File: src/rtl/pllcc_pkg.sv
// Package for the PLL clock control registers: offsets, bit positions,
// reset values and the register bus carrier.
// Assumes a single 40 MHz bus clock and an 8-bit register port.
package pllcc_pkg;

  // ==========================================================================
  // Register offsets
  localparam logic [1:0] ADDR_PLL_CONTROL   = 2'h0;
  localparam logic [1:0] ADDR_PLL_BANDWIDTH = 2'h1;
  localparam logic [1:0] ADDR_PLL_PROGRAM   = 2'h2;

  // ==========================================================================
  // Control register bits
  localparam int BIT_LOCK_IRQ_ENABLE  = 7;
  localparam int BIT_LOCK_CHANGE_FLAG = 6;
  localparam int BIT_PLL_ENABLE       = 5;
  localparam int BIT_BASE_CLOCK_SEL   = 4;
  localparam logic [3:0] CTRL_LOW_ONES = 4'hf;

  // Bandwidth control register bits
  localparam int BIT_AUTO_BANDWIDTH  = 7;
  localparam int BIT_LOCK_INDICATOR  = 6;
  localparam int BIT_ACQ_TRACKING    = 5;
  localparam int BIT_CRYSTAL_LOSS    = 4;

  // Programming register fields
  localparam int MUL_MSB = 7;
  localparam int MUL_LSB = 4;
  localparam int VRS_MSB = 3;
  localparam int VRS_LSB = 0;

  // ==========================================================================
  // Reset values and counts
  localparam logic       RST_PLL_ENABLE  = 1'b1;
  localparam logic [3:0] RST_MULTIPLIER  = 4'h6;
  localparam logic [3:0] RST_VCO_RANGE   = 4'h6;
  localparam logic [1:0] SWITCH_EDGES    = 2'h3;
  localparam logic [5:0] XLD_EDGE_FACTOR = 6'h04;

  // ==========================================================================
  // Register bus request carrier
  typedef struct packed {
    logic [1:0] addr;
    logic [7:0] wdata;
    logic       wr;
    logic       rd;
  } pllcc_bus_req_t;

endpackage

File: src/rtl/pllcc_clk_sel.sv
// Base clock selector: divide-by-two of the chosen source with a quiet switch.
// Assumes source edges arrive as one-cycle pulses already synchronised.
`timescale 1ns/100ps
module pllcc_clk_sel
  import pllcc_pkg::*;
(
  input  wire logic i_clk,
  input  wire logic i_rstn,
  input  wire logic i_sel,
  input  wire logic i_xclk_rise,
  input  wire logic i_vclk_rise,
  output logic      o_clk,
  output logic      o_busy
);

  typedef enum logic {PLLCC_SEL_RUN, PLLCC_SEL_SWITCH} pllcc_sel_state_t;

  pllcc_sel_state_t state_r;
  logic             cur_sel_r;
  logic [1:0]       cnt_x_r;
  logic [1:0]       cnt_v_r;
  logic             out_r;

  // ==========================================================================
  // Switch sequencing: hold output until three edges of each source
  always_ff @(posedge i_clk or negedge i_rstn) begin
    if (!i_rstn) begin
      state_r   <= PLLCC_SEL_RUN;
      cur_sel_r <= 1'b0;
      cnt_x_r   <= 2'h0;
      cnt_v_r   <= 2'h0;
    end else begin
      case (state_r)
        PLLCC_SEL_RUN: begin
          if (i_sel != cur_sel_r) begin
            state_r <= PLLCC_SEL_SWITCH;
            cnt_x_r <= 2'h0;
            cnt_v_r <= 2'h0;
          end
        end
        PLLCC_SEL_SWITCH: begin
          if (i_xclk_rise && cnt_x_r != SWITCH_EDGES) cnt_x_r <= cnt_x_r + 2'h1;
          if (i_vclk_rise && cnt_v_r != SWITCH_EDGES) cnt_v_r <= cnt_v_r + 2'h1;
          if (cnt_x_r == SWITCH_EDGES && cnt_v_r == SWITCH_EDGES) begin
            cur_sel_r <= i_sel;
            state_r   <= PLLCC_SEL_RUN;
          end
        end
        default: state_r <= PLLCC_SEL_RUN;
      endcase
    end
  end

  // Divide the selected source by two; static while switching
  always_ff @(posedge i_clk or negedge i_rstn) begin
    if (!i_rstn) begin
      out_r <= 1'b0;
    end else if (state_r == PLLCC_SEL_RUN && i_sel == cur_sel_r) begin
      if (cur_sel_r ? i_vclk_rise : i_xclk_rise) out_r <= ~out_r;
    end
  end

  assign o_clk  = out_r;
  assign o_busy = (state_r == PLLCC_SEL_SWITCH);

endmodule // pllcc_clk_sel

File: src/rtl/pllcc_top.sv
// PLL clock control registers: control, bandwidth control and programming.
// Assumes analog lock/tracking levels and source clocks arrive asynchronously.
//
// Overview of operation
// - Lock interrupt enable reads zero and ignores writes while automatic mode off.
// - Lock change flag sets on every lock toggle; irq when flag and enable.
// - Flag sets on lock toggle whatever the interrupt enable holds.
// - A control register read clears the flag unless a lock toggle comes in the same cycle; the flag is not writable.
// - In manual mode flag and lock read zero and no irq is raised.
// - While clock select is one, PLL enable stays one.
// - Clock select stays zero while PLL off or range field zero.
// - From PLL off, one write cannot both enable and select VCO clock.
// - Programming register ignores writes while PLL enable is one.
// - Select one gives VCO/2, zero crystal/2; switch holds three edges each.
// - Reset sets PLL enable and clears the other control and status bits.
// - Low four control register bits read as ones.
// - In automatic mode lock indicator shows VCO at programmed frequency.
// - Acquisition bit reports tracking in auto mode, forces filter in manual.
// - Manual acquisition value is kept during auto mode and restored.
// - Crystal loss test runs 4 x multiplier VCO cycles; reads zero unless selected.
// - Multiplier is the upper nibble, zero acts as one, resets to six.
// - Range is the lower nibble, resets to six; zero disables PLL and select.
// - VCO clock may be selected while unlocked; software checks lock first.
// - Wait mode leaves the clock generator state unchanged.
// - PLL enable never changes in the write that changes clock select.
//
// Our own choices: the address-and-strobe port and the register offsets.
`timescale 1ns/100ps
module pllcc_top
  import pllcc_pkg::*;
(
  input  wire logic           I_CLK,
  input  wire logic           I_RSTN,
  input  wire pllcc_bus_req_t I_BUS,
  output logic [7:0]          O_RDATA,
  input  wire logic           I_LOCKED,
  input  wire logic           I_TRACKING,
  input  wire logic           I_CRYSTAL_CLOCK,
  input  wire logic           I_VCO_CLOCK,
  output logic                O_PLL_ENABLE,
  output logic                O_FILTER_TRACKING,
  output logic                O_AUTO_BANDWIDTH,
  output logic [3:0]          O_FEEDBACK_MULTIPLIER,
  output logic [3:0]          O_VCO_RANGE_SELECT,
  output logic                O_BASE_CLOCK_OUT,
  output logic                O_SWITCH_BUSY,
  output logic                O_CLOCKGEN_IRQ
);

  // ==========================================================================
  // Declarations
  logic       lock_irq_enable_r;
  logic       lock_change_flag_r;
  logic       pll_enable_r;
  logic       base_clock_select_r;
  logic       auto_bandwidth_r;
  logic       acq_manual_r;
  logic       crystal_loss_r;
  logic       xld_busy_r;
  logic       xtal_seen_r;
  logic [5:0] xld_cnt_r;
  logic [3:0] feedback_multiplier_r;
  logic [3:0] vco_range_select_r;
  logic [7:0] rdata_r;
  logic [7:0] rdata_nxt;
  logic [2:0] lock_sync_r;
  logic [1:0] trk_sync_r;
  logic [2:0] xclk_sync_r;
  logic [2:0] vclk_sync_r;
  logic       wr_ctrl;
  logic       wr_bw;
  logic       wr_prog;
  logic       rd_ctrl;
  logic       lock_now;
  logic       lock_toggle;
  logic       xclk_rise;
  logic       vclk_rise;
  logic       range_zero;
  logic       sel_change;
  logic [3:0] mul_eff;
  logic [5:0] xld_limit;

  // ==========================================================================
  // Address decode
  assign wr_ctrl = I_BUS.wr && (I_BUS.addr == ADDR_PLL_CONTROL);
  assign wr_bw   = I_BUS.wr && (I_BUS.addr == ADDR_PLL_BANDWIDTH);
  assign wr_prog = I_BUS.wr && (I_BUS.addr == ADDR_PLL_PROGRAM);
  assign rd_ctrl = I_BUS.rd && (I_BUS.addr == ADDR_PLL_CONTROL);

  // ==========================================================================
  // Input synchronisers; edge logic reads only second stage onward
  always_ff @(posedge I_CLK or negedge I_RSTN) begin
    if (!I_RSTN) begin
      lock_sync_r <= 3'h0;
      trk_sync_r  <= 2'h0;
      xclk_sync_r <= 3'h0;
      vclk_sync_r <= 3'h0;
    end else begin
      lock_sync_r <= {lock_sync_r[1:0], I_LOCKED};
      trk_sync_r  <= {trk_sync_r[0], I_TRACKING};
      xclk_sync_r <= {xclk_sync_r[1:0], I_CRYSTAL_CLOCK};
      vclk_sync_r <= {vclk_sync_r[1:0], I_VCO_CLOCK};
    end
  end

  assign lock_now    = lock_sync_r[1];
  assign lock_toggle = lock_sync_r[1] ^ lock_sync_r[2];
  assign xclk_rise   = xclk_sync_r[1] & ~xclk_sync_r[2];
  assign vclk_rise   = vclk_sync_r[1] & ~vclk_sync_r[2];
  assign range_zero  = (vco_range_select_r == 4'h0);
  assign sel_change  = I_BUS.wdata[BIT_BASE_CLOCK_SEL] != base_clock_select_r;

  // ==========================================================================
  // Control register: interrupt enable
  always_ff @(posedge I_CLK or negedge I_RSTN) begin
    if (!I_RSTN) begin
      lock_irq_enable_r <= 1'b0;
    end else if (!auto_bandwidth_r) begin
      lock_irq_enable_r <= 1'b0;
    end else if (wr_ctrl) begin
      lock_irq_enable_r <= I_BUS.wdata[BIT_LOCK_IRQ_ENABLE];
    end
  end

  // Lock change flag: set wins over read clear
  always_ff @(posedge I_CLK or negedge I_RSTN) begin
    if (!I_RSTN) begin
      lock_change_flag_r <= 1'b0;
    end else if (lock_toggle) begin
      lock_change_flag_r <= 1'b1;
    end else if (rd_ctrl) begin
      lock_change_flag_r <= 1'b0;
    end
  end

  // PLL enable: held while selected, fixed in a write that changes select
  always_ff @(posedge I_CLK or negedge I_RSTN) begin
    if (!I_RSTN) begin
      pll_enable_r <= RST_PLL_ENABLE;
    end else if (wr_ctrl && !base_clock_select_r && !sel_change) begin
      pll_enable_r <= I_BUS.wdata[BIT_PLL_ENABLE];
    end
  end

  // Base clock select: set only from an enabled PLL with nonzero range
  always_ff @(posedge I_CLK or negedge I_RSTN) begin
    if (!I_RSTN) begin
      base_clock_select_r <= 1'b0;
    end else if (!pll_enable_r || range_zero) begin
      base_clock_select_r <= 1'b0;
    end else if (wr_ctrl) begin
      base_clock_select_r <= I_BUS.wdata[BIT_BASE_CLOCK_SEL];
    end
  end

  // ==========================================================================
  // Bandwidth control: auto bit and hidden manual acquisition store
  always_ff @(posedge I_CLK or negedge I_RSTN) begin
    if (!I_RSTN) begin
      auto_bandwidth_r <= 1'b0;
      acq_manual_r     <= 1'b0;
    end else if (wr_bw) begin
      auto_bandwidth_r <= I_BUS.wdata[BIT_AUTO_BANDWIDTH];
      if (!auto_bandwidth_r) acq_manual_r <= I_BUS.wdata[BIT_ACQ_TRACKING];
    end
  end

  // Crystal loss test: count 4 x N VCO edges, watch for a crystal edge
  assign mul_eff   = (feedback_multiplier_r == 4'h0) ? 4'h1 : feedback_multiplier_r;
  assign xld_limit = 6'(XLD_EDGE_FACTOR * {2'h0, mul_eff});

  always_ff @(posedge I_CLK or negedge I_RSTN) begin
    if (!I_RSTN) begin
      crystal_loss_r <= 1'b0;
      xld_busy_r     <= 1'b0;
      xtal_seen_r    <= 1'b0;
      xld_cnt_r      <= 6'h00;
    end else if (wr_bw && I_BUS.wdata[BIT_CRYSTAL_LOSS] && base_clock_select_r) begin
      crystal_loss_r <= 1'b0;
      xld_busy_r     <= 1'b1;
      xtal_seen_r    <= 1'b0;
      xld_cnt_r      <= 6'h00;
    end else if (!base_clock_select_r) begin
      crystal_loss_r <= 1'b0;
      xld_busy_r     <= 1'b0;
    end else if (xld_busy_r) begin
      if (xclk_rise) xtal_seen_r <= 1'b1;
      if (vclk_rise) xld_cnt_r <= xld_cnt_r + 6'h01;
      if (xld_cnt_r == xld_limit) begin
        xld_busy_r     <= 1'b0;
        crystal_loss_r <= ~(xtal_seen_r | xclk_rise);
      end
    end
  end

  // ==========================================================================
  // Programming register: locked while PLL enabled
  always_ff @(posedge I_CLK or negedge I_RSTN) begin
    if (!I_RSTN) begin
      feedback_multiplier_r <= RST_MULTIPLIER;
      vco_range_select_r    <= RST_VCO_RANGE;
    end else if (wr_prog && !pll_enable_r) begin
      feedback_multiplier_r <= I_BUS.wdata[MUL_MSB:MUL_LSB];
      vco_range_select_r    <= I_BUS.wdata[VRS_MSB:VRS_LSB];
    end
  end

  // ==========================================================================
  // Read data mux, registered for the next cycle
  always_comb begin
    rdata_nxt = 8'h00;
    if (I_BUS.addr == ADDR_PLL_CONTROL) begin
      rdata_nxt[BIT_LOCK_IRQ_ENABLE]  = lock_irq_enable_r;
      rdata_nxt[BIT_LOCK_CHANGE_FLAG] = lock_change_flag_r & auto_bandwidth_r;
      rdata_nxt[BIT_PLL_ENABLE]       = pll_enable_r;
      rdata_nxt[BIT_BASE_CLOCK_SEL]   = base_clock_select_r;
      rdata_nxt[3:0]                  = CTRL_LOW_ONES;
    end else if (I_BUS.addr == ADDR_PLL_BANDWIDTH) begin
      rdata_nxt[BIT_AUTO_BANDWIDTH] = auto_bandwidth_r;
      rdata_nxt[BIT_LOCK_INDICATOR] = auto_bandwidth_r & lock_now;
      rdata_nxt[BIT_ACQ_TRACKING]   = auto_bandwidth_r ? trk_sync_r[1] : acq_manual_r;
      rdata_nxt[BIT_CRYSTAL_LOSS]   = base_clock_select_r & crystal_loss_r;
    end else if (I_BUS.addr == ADDR_PLL_PROGRAM) begin
      rdata_nxt = {feedback_multiplier_r, vco_range_select_r};
    end
  end

  always_ff @(posedge I_CLK or negedge I_RSTN) begin
    if (!I_RSTN) begin
      rdata_r <= 8'h00;
    end else if (I_BUS.rd) begin
      rdata_r <= rdata_nxt;
    end
  end

  // ==========================================================================
  // Base clock selector
  pllcc_clk_sel u_clk_sel (
    .i_clk       (I_CLK),
    .i_rstn      (I_RSTN),
    .i_sel       (base_clock_select_r),
    .i_xclk_rise (xclk_rise),
    .i_vclk_rise (vclk_rise),
    .o_clk       (O_BASE_CLOCK_OUT),
    .o_busy      (O_SWITCH_BUSY)
  );

  // Outputs
  assign O_RDATA               = rdata_r;
  assign O_PLL_ENABLE          = pll_enable_r & ~range_zero;
  assign O_FILTER_TRACKING     = auto_bandwidth_r ? trk_sync_r[1] : acq_manual_r;
  assign O_AUTO_BANDWIDTH      = auto_bandwidth_r;
  assign O_FEEDBACK_MULTIPLIER = mul_eff;
  assign O_VCO_RANGE_SELECT    = vco_range_select_r;
  assign O_CLOCKGEN_IRQ        = auto_bandwidth_r & lock_irq_enable_r & lock_change_flag_r;

  // ==========================================================================
  // Checks
  chk_ie_manual_zero: assert property (@(posedge I_CLK) disable iff (!I_RSTN)
    !auto_bandwidth_r |=> !lock_irq_enable_r)
    else $error("Interrupt enable set in manual mode");

  chk_flag_on_toggle: assert property (@(posedge I_CLK) disable iff (!I_RSTN)
    lock_toggle |=> lock_change_flag_r)
    else $error("Lock toggle did not set flag");

  chk_flag_read_clear: assert property (@(posedge I_CLK) disable iff (!I_RSTN)
    rd_ctrl && !lock_toggle |=> !lock_change_flag_r)
    else $error("Control read did not clear flag");

  chk_irq_level: assert property (@(posedge I_CLK) disable iff (!I_RSTN)
    O_CLOCKGEN_IRQ |-> auto_bandwidth_r && lock_change_flag_r && lock_irq_enable_r)
    else $error("Irq without auto, flag and enable");

  chk_enable_held: assert property (@(posedge I_CLK) disable iff (!I_RSTN)
    base_clock_select_r |=> pll_enable_r)
    else $error("PLL enable cleared while selected");

  chk_select_guard: assert property (@(posedge I_CLK) disable iff (!I_RSTN)
    !pll_enable_r && wr_ctrl |=> !base_clock_select_r)
    else $error("VCO clock selected in one write from PLL off");

  chk_prog_locked: assert property (@(posedge I_CLK) disable iff (!I_RSTN)
    pll_enable_r && wr_prog |=> $stable(feedback_multiplier_r) && $stable(vco_range_select_r))
    else $error("Programming register changed while PLL on");

  chk_range_zero_sel: assert property (@(posedge I_CLK) disable iff (!I_RSTN)
    range_zero ##1 range_zero |-> !base_clock_select_r && !O_PLL_ENABLE)
    else $error("Select or enable active with zero range");

  chk_ctrl_low_ones: assert property (@(posedge I_CLK) disable iff (!I_RSTN)
    rd_ctrl |=> O_RDATA[3:0] == CTRL_LOW_ONES)
    else $error("Control low bits not ones");

  // Write guards and status paths
  chk_en_sel_write: assert property (@(posedge I_CLK) disable iff (!I_RSTN)
    wr_ctrl && sel_change |=> $stable(pll_enable_r))
    else $error("PLL enable changed in a select write");

  chk_sel_needs_en: assert property (@(posedge I_CLK) disable iff (!I_RSTN)
    wr_ctrl && (!pll_enable_r || range_zero) |=> !base_clock_select_r)
    else $error("Select set while PLL off or range zero");

  chk_irq_on_toggle: assert property (@(posedge I_CLK) disable iff (!I_RSTN)
    auto_bandwidth_r && lock_irq_enable_r && lock_toggle && !wr_ctrl && !wr_bw |=> O_CLOCKGEN_IRQ)
    else $error("Lock toggle with enable gave no irq");

  chk_irq_read_clear: assert property (@(posedge I_CLK) disable iff (!I_RSTN)
    rd_ctrl && !lock_toggle |=> !O_CLOCKGEN_IRQ)
    else $error("Irq still high after control read");

  chk_acq_store_kept: assert property (@(posedge I_CLK) disable iff (!I_RSTN)
    wr_bw && auto_bandwidth_r |=> $stable(acq_manual_r))
    else $error("Stored acquisition bit changed in auto mode");

  chk_acq_manual_wr: assert property (@(posedge I_CLK) disable iff (!I_RSTN)
    wr_bw && !auto_bandwidth_r |=> acq_manual_r == $past(I_BUS.wdata[BIT_ACQ_TRACKING]))
    else $error("Manual acquisition write not taken");

  chk_prog_write: assert property (@(posedge I_CLK) disable iff (!I_RSTN)
    !pll_enable_r && wr_prog |=> {feedback_multiplier_r, vco_range_select_r} == $past(I_BUS.wdata))
    else $error("Programming write lost while PLL off");

  chk_xld_unselected: assert property (@(posedge I_CLK) disable iff (!I_RSTN)
    !base_clock_select_r |=> !crystal_loss_r)
    else $error("Crystal loss set with crystal selected");

  chk_clk_static: assert property (@(posedge I_CLK) disable iff (!I_RSTN)
    O_SWITCH_BUSY |=> $stable(O_BASE_CLOCK_OUT))
    else $error("Base clock moved during switch");

  chk_ie_auto_write: assert property (@(posedge I_CLK) disable iff (!I_RSTN)
    auto_bandwidth_r && wr_ctrl |=> lock_irq_enable_r == $past(I_BUS.wdata[BIT_LOCK_IRQ_ENABLE]))
    else $error("Interrupt enable write lost in auto mode");

  chk_mul_zero_one: assert property (@(posedge I_CLK) disable iff (!I_RSTN)
    feedback_multiplier_r == 4'h0 |-> O_FEEDBACK_MULTIPLIER == 4'h1)
    else $error("Zero multiplier not shown as one");

endmodule // pllcc_top

File: config.mk
export PLATFORM = sky130hd
export DESIGN_NAME = pllcc_top
export DESIGN_NICKNAME = d
export VERILOG_FILES = /design/src/rtl/pllcc_pkg.sv /design/src/rtl/pllcc_clk_sel.sv /design/src/rtl/pllcc_top.sv
export SDC_FILE = /design/constraint.sdc
export NUM_CORES = 1
export LEC_CHECK = 0
export BUFFER_PORTS_ARGS = -buffer_cell sky130_fd_sc_hd__buf_2
export CAP_MARGIN = 20
export CORE_MARGIN = 8
export CORE_UTILIZATION = 45
export DETAILED_ROUTE_END_ITERATION = 10
export HOLD_SLACK_MARGIN = 0.15
export PLACE_DENSITY = 0.67
export SYNTH_ARGS = -nofsm -noshare
export SYNTH_HDL_FRONTEND = slang
export SYNTH_SLANG_ARGS = --single-unit
File: constraint.sdc
create_clock -name I_CLK -period 2.4 [get_ports I_CLK]
set_input_delay 0.48 -clock I_CLK [delete_from_list [all_inputs] [get_ports I_CLK]]
set_output_delay 0.48 -clock I_CLK [all_outputs]
set_load 0.1 [all_outputs]
### Word-level counts from Yosys, hierarchy flattened

Cells that the tools add are included.
Widths: inputs -> output; s select.

| word-level totals | value |
|---|---|
| flip-flop bits (word level) | 49 |
| bits in latches | 0 |
| memory bits (writable) | 0 |
| bits in read-only memories | 0 |
| input port bits | 18 |
| memories kept | 0 |

| operators by class | value |
|---|---|
| add/subtract/negate cells | 3 |
| multipliers | 0 |
| divide/modulo/power cells | 0 |
| order comparisons | 0 |
| equality and inequality tests | 16 |
| shifts and indexed selects | 0 |
| mux-type cells | 37 |
| bitwise operators | 17 |
| reduce and logical (&&, ||, !) cells | 34 |

Operator list:

| kind | count |
|---|---|
| $mux 6 | 4 |
| $mux 1 | 22 |
| $mux 8 | 2 |
| $logic_and 1x1->1 | 13 |
| $mux 4 | 3 |
| $reduce_and 2->1 | 6 |
| $reduce_bool 2->1 | 6 |
| $and 1x1->1 | 8 |
| $logic_not 4->1 | 2 |
| $ne 2x2->1 const B | 4 |
| $pmux 2 s2 | 2 |
| $not 1->1 | 7 |
| $add 6x1->6 const B | 1 |
| $eq 2x2->1 const B | 3 |
| $eq 6x6->1 | 1 |
| $mux 2 | 3 |
| $ne 3x1->1 const B | 2 |
| $reduce_and 3->1 | 2 |
| $add 2x1->2 const B | 2 |
| $ne 2x1->1 const B | 2 |
| $logic_not 1->1 | 3 |
| $eq 2x1->1 const B | 1 |
| $logic_not 2->1 | 1 |
| $ne 1x1->1 | 2 |
| other kinds (5) | 5 |

### Logic depth before layout (Yosys ltp)

| depth | value |
|---|---|
| depth in word-level cells | 8 |
| depth in mapped cells | 5 |
| gate-level depth less buffers | 5 |

### Cells and area by module

From an unflattened synthesis, not the netlist that was laid out.

| second synthesis, totals | value |
|---|---|
| cells, all modules | 192 |
| area total of the unflattened synthesis | 2203.4 um^2 |

Modules (own cells, without submodules):

| module | instances | cells an instance | area each (um^2) |
|---|---|---|---|
| pllcc_top | 1 | 164 | 1849.3 |
| pllcc_clk_sel | 1 | 28 | 354.1 |

### Least setup slack after synthesis

No wires, ideal clock.

| timing | value |
|---|---|
| kind | flip-flop to output port |
| start point | register auto_bandwidth_r (netlist: O_AUTO_BANDWIDTH) |
| end point | output O_CLOCKGEN_IRQ |
| arrival time | 1.910 ns |
| data required time | 1.920 ns |
| setup slack | 0.010 ns |
| stages on the path, launching flop included | 2 |
| cells stage by stage | dfrtp_1 and3_1 |

| on the way | value |
|---|---|
| cells in the longest elaborated chain, start to end | 2 |

RTL lines:

| element | line | RTL |
|---|---|---|
| from (decl) | pllcc_top.sv:56 | `logic auto_bandwidth_r;` |
| from (signal assigned) | pllcc_top.sv:163 | `auto_bandwidth_r <= I_BUS.wdata[BIT_AUTO_BANDWIDTH];` |
| $and 1x1->1 (2 in a row) | pllcc_top.sv:255 | `assign O_CLOCKGEN_IRQ = auto_bandwidth_r & lock_irq_enable_r & lock_change_flag_r;` |
| to (decl) | pllcc_top.sv:47 | `output logic O_CLOCKGEN_IRQ` |

No other way between the ends.

### Worst setup path in the final report

| timing | value |
|---|---|
| start point | register feedback_multiplier_r[3] |
| end point | output O_FEEDBACK_MULTIPLIER[0] |

| on the way | value |
|---|---|
| cells in the longest elaborated chain, start to end | 2 |

RTL lines:

| element | line | RTL |
|---|---|---|
| from (decl) | pllcc_top.sv:62 | `logic [3:0] feedback_multiplier_r;` |
| from (signal assigned) | pllcc_top.sv:203 | `feedback_multiplier_r <= I_BUS.wdata[MUL_MSB:MUL_LSB];` |
| $logic_not 4->1 | pllcc_top.sv:169 | `assign mul_eff = (feedback_multiplier_r == 4'h0) ? 4'h1 : feedback_multiplier_r;` |
| $mux 4 | pllcc_top.sv:169 |  |
| to (decl) | pllcc_top.sv:43 | `output logic [3:0] O_FEEDBACK_MULTIPLIER,` |

No other way between the ends.

==> flow_summary.yaml <==
status:
  status: "finished, final reports clean"
clocking:
  h-tree-depth: 2
  cts_buffers: 5
  root_buffer: "clkbuf_8"
  cts.repair.resized: 0
  cts_tree: "done"
  clkTransAtPathRegs_ns: 0.08
  clock_latency_ns: 0.29
  cts.sinks: 49
  clockBufferDepth: 2
floorplan:
  core_area_sq_mm: 0.004692
  num_rows: 25
  dieArea_sq_mm: 0.007350
  start_util: 0.4664
  die_w_microns: 85.74
  fp.dieH_microns: 85.74
  io_pins: 40
yosys:
  yosysTopAreaCellShare: 0.5031
  synthesis.area_sq_mm: 0.002188
  synth_compound_area_frac: 0.09205
  syn-num-nets: 216
  yosys.area_share.simple: 0.1498
  synth_top_flop_cell: "dfrtp_1"
  netlist_top_cells_area: "dfrtp_1 (50%), mux2_2 (7.7%), dfstp_2 (6.0%)"
  synth_top_family_by_area: "simple AND/OR/NAND/NOR gates"
  synth_xor_area_frac: 0.04403
  synth_edf_count: 0
  yosys.area.top_type: "dfrtp_1"
  yosysSeqAreaShare: 0.5632
  synthArstFlopShare: 1.000
  synthesis.instances: 194
  yosysWarnings: 0
  synth_adder_area_share: 0.02287
  synth_seq_cells: 49
  synth_area_per_cell_sq_um: 11.28
  netlist_top_cells_count: "dfrtp_1 (44), nand2_1 (18), nor2_1 (16), mux2_2 (15), a21oi_1 (14)"
  ys_types: 36
  synth.most_common_cell: "dfrtp_1"
  synthMuxAreaShare: 0.09548
setup_path:
  required_ns: 1.92
  crit_path_start_kind: "register"
  setup.worst_path.end_class: "primary output"
  path_max_fanout: 6
  crit_arrival_ns: 1.56
  critPathKind: "register to primary output"
pwr:
  p_clk_frac: 0.174
  vdd_drop_max_mv: 0.4951
  p_sw_frac: 0.4615
  p_leak_nw: 1.172
  power.internal_w: 0.001468
  combPwrFrac: 0.416
  power_density_mw_per_mm2: 1081
  seq_power_share: 0.410
  switching_power_w: 0.001258
sta:
  rsz0062_at_grt: "false"
  setup_violations: 0
  report.final.slew_viol_count: 0
  fin_skew_ns: 0.005435
  fmax_ghz: 0.4911
  max-slew-margin-rel: 0.6262
  tightest_slew_ns: 0.5596
  post-route-period-util: 0.8484
  period_needed_ns: 2.036
  finalHoldViolations: 0
  setup_tns_ns: 0
detailed_routing:
  dr.pass1.iters: 4
  drtIter0Drc: 50
  drt-total-wl_mm: 4.335
  num_vias: 1523
  via_per_inst: 5.270
  drc_errors: 0
  post_drt_wl_per_cell_microns: 15.00
  ant_nets: 0
global_route:
  first_global_vias: 1557
  grt.total_usage: 0.1298
  grt_pass1_wl_mm: 7.521
  antenna_found_initial: 0
  busiest_layer: "met2"
  use_met3: 0.04776
  grt.met1_usage: 0.1745
  grt_max_degree: 20
  gr-total-overflow: 0
  gr-usage-met2: 0.1827
layout:
  synthToLayoutAreaGrowth_pct: 15.21
  drive_gt1_frac: 0.3021
  regArea_sq_mm: 0.001232
  final.fill_count: 429
  multi_input_area_sq_um: 884.6
  layout.cells.non_filler: 289
  nets: 257
  diodes: 0
placed_design:
  place_congestion: 0.7445
  dpl.hpwl_mm: 3.249
  dp_cells: 281
  io_buffers: 39
job:
  drv_cap: 0
hold_path:
  hp-class: "primary input to register"
cell type report:
| class | instances | area share |
|---|---|---|
| multi-input cells | 129 | 0.3509 |
| well taps | 54 | 0.02680 |
| inverters | 8 | 0.01191 |
| clock buffers | 7 | 0.03424 |
| repair buffers | 42 | 0.08734 |
| flip-flops and latches | 49 | 0.4888 |
worst max-delay path: stages (launching register included):
cell	delay [ns]
dfrtp_1	0.46
nor3_1	0.24
or2_2	0.15
buf_2	0.41
repair_timing:
| action | CTS | global route |
|---|---|---|
| buffers inserted | 0 | 0 |
| hold buffers | 1 | 0 |
| hold endpoints to repair | 17 | 0 |
power by group through the flow:
stage | sequential, W | combinational [W] | clock (W)
2_1_floorplan | 0.00151 | 0.000562 | 0
6_report | 0.00112 | 0.00113 | 0.000475
3_3_place_gp | 0.00113 | 0.00113 | 0
3_5_place_dp | 0.00114 | 0.00114 | 0
5_1_grt | 0.00114 | 0.00120 | 0.000527
4_1_cts | 0.00112 | 0.00114 | 0.000495
registers in the layout (all words and copies together) (netlist names), 2 cells and up:
signal and count:
u_clk_sel.cnt_v_r 2, feedback_multiplier_r 4, trk_sync_r 2, O_VCO_RANGE_SELECT 4, lock_sync_r 3, O_RDATA 8
xclk_sync_r 3, xld_cnt_r 6, u_clk_sel.cnt_x_r 2, vclk_sync_r 3
metal layers:
layer	wire, microns	part of all wire	up-vias
met3	327	0.075	5
met1	2186	0.50	723
met2	1753	0.40	44
li1	-	-	751
met5	0	0	-
met4	66	0.015	0
stage by stage:
step | cell area [sq um] | hold slack [ns] | util | worst slack (ns) | total power [W]
after floorplan | 2188 | 0.1844 | - | 0.009962 | 0.002074
after global placement | 2425 | 0.3326 | 0.5168 | 0.5193 | 0.002261
after detailed placement | 2425 | 0.3364 | 0.5168 | 0.4396 | 0.002273
after CTS | 2521 | 0.2788 | 0.5373 | 0.3345 | 0.002757
after global routing | 2521 | 0.2670 | 0.5373 | 0.2866 | 0.002874
final | 2521 | 0.2904 | 0.5373 | 0.3638 | 0.002726
path summary, 6_finish.rpt:
path                                          start                       end  slack (ns)  cells past startpoint
setup / recovery           feedback_multiplier_r[3]  O_FEEDBACK_MULTIPLIER[0]        0.36                      3
hold / removal                             I_LOCKED            lock_sync_r[0]        0.29                      1
setup reg to reg               u_clk_sel.cnt_v_r[0]      u_clk_sel.cnt_v_r[1]        0.73                      4
hold reg to reg                      xclk_sync_r[0]            xclk_sync_r[1]        0.35                      0
max in group asynchronous                    I_RSTN     O_VCO_RANGE_SELECT[2]        1.11                      3
min in group asynchronous                    I_RSTN      u_clk_sel.cnt_v_r[0]        0.65                      2
cell usage in the layout, fill, tap and decap left out, drive strengths merged, types with 5 or more instances in the layout:
| master | netlist | final |
|---|---|---|
| a21oi | 14 | 14 |
| buf | 4 | 41 |
| clkbuf | 3 | 7 |
| dfrtp | 44 | 44 |
| dfstp | 5 | 5 |
| inv | 8 | 8 |
| mux2 | 15 | 15 |
| nand2 | 18 | 18 |
| nor2 | 16 | 16 |
| nor2b | 7 | 7 |
| o21ai | 7 | 7 |
| xnor2 | 5 | 5 |
| xor2 | 6 | 6 |
kinds of logic (layout without fill, tap and decap cells):
group	Yosys count	after routing
buffers and inverters	16	57
AND/OR/NAND/NOR	63	63
flip-flops	49	49
AO/OA/AOI/OAI	32	32
XOR/XNOR	11	11
multiplexers	19	19
adder cells (fa/ha/maj)	4	4
Power figures use the tool's default switching activity.
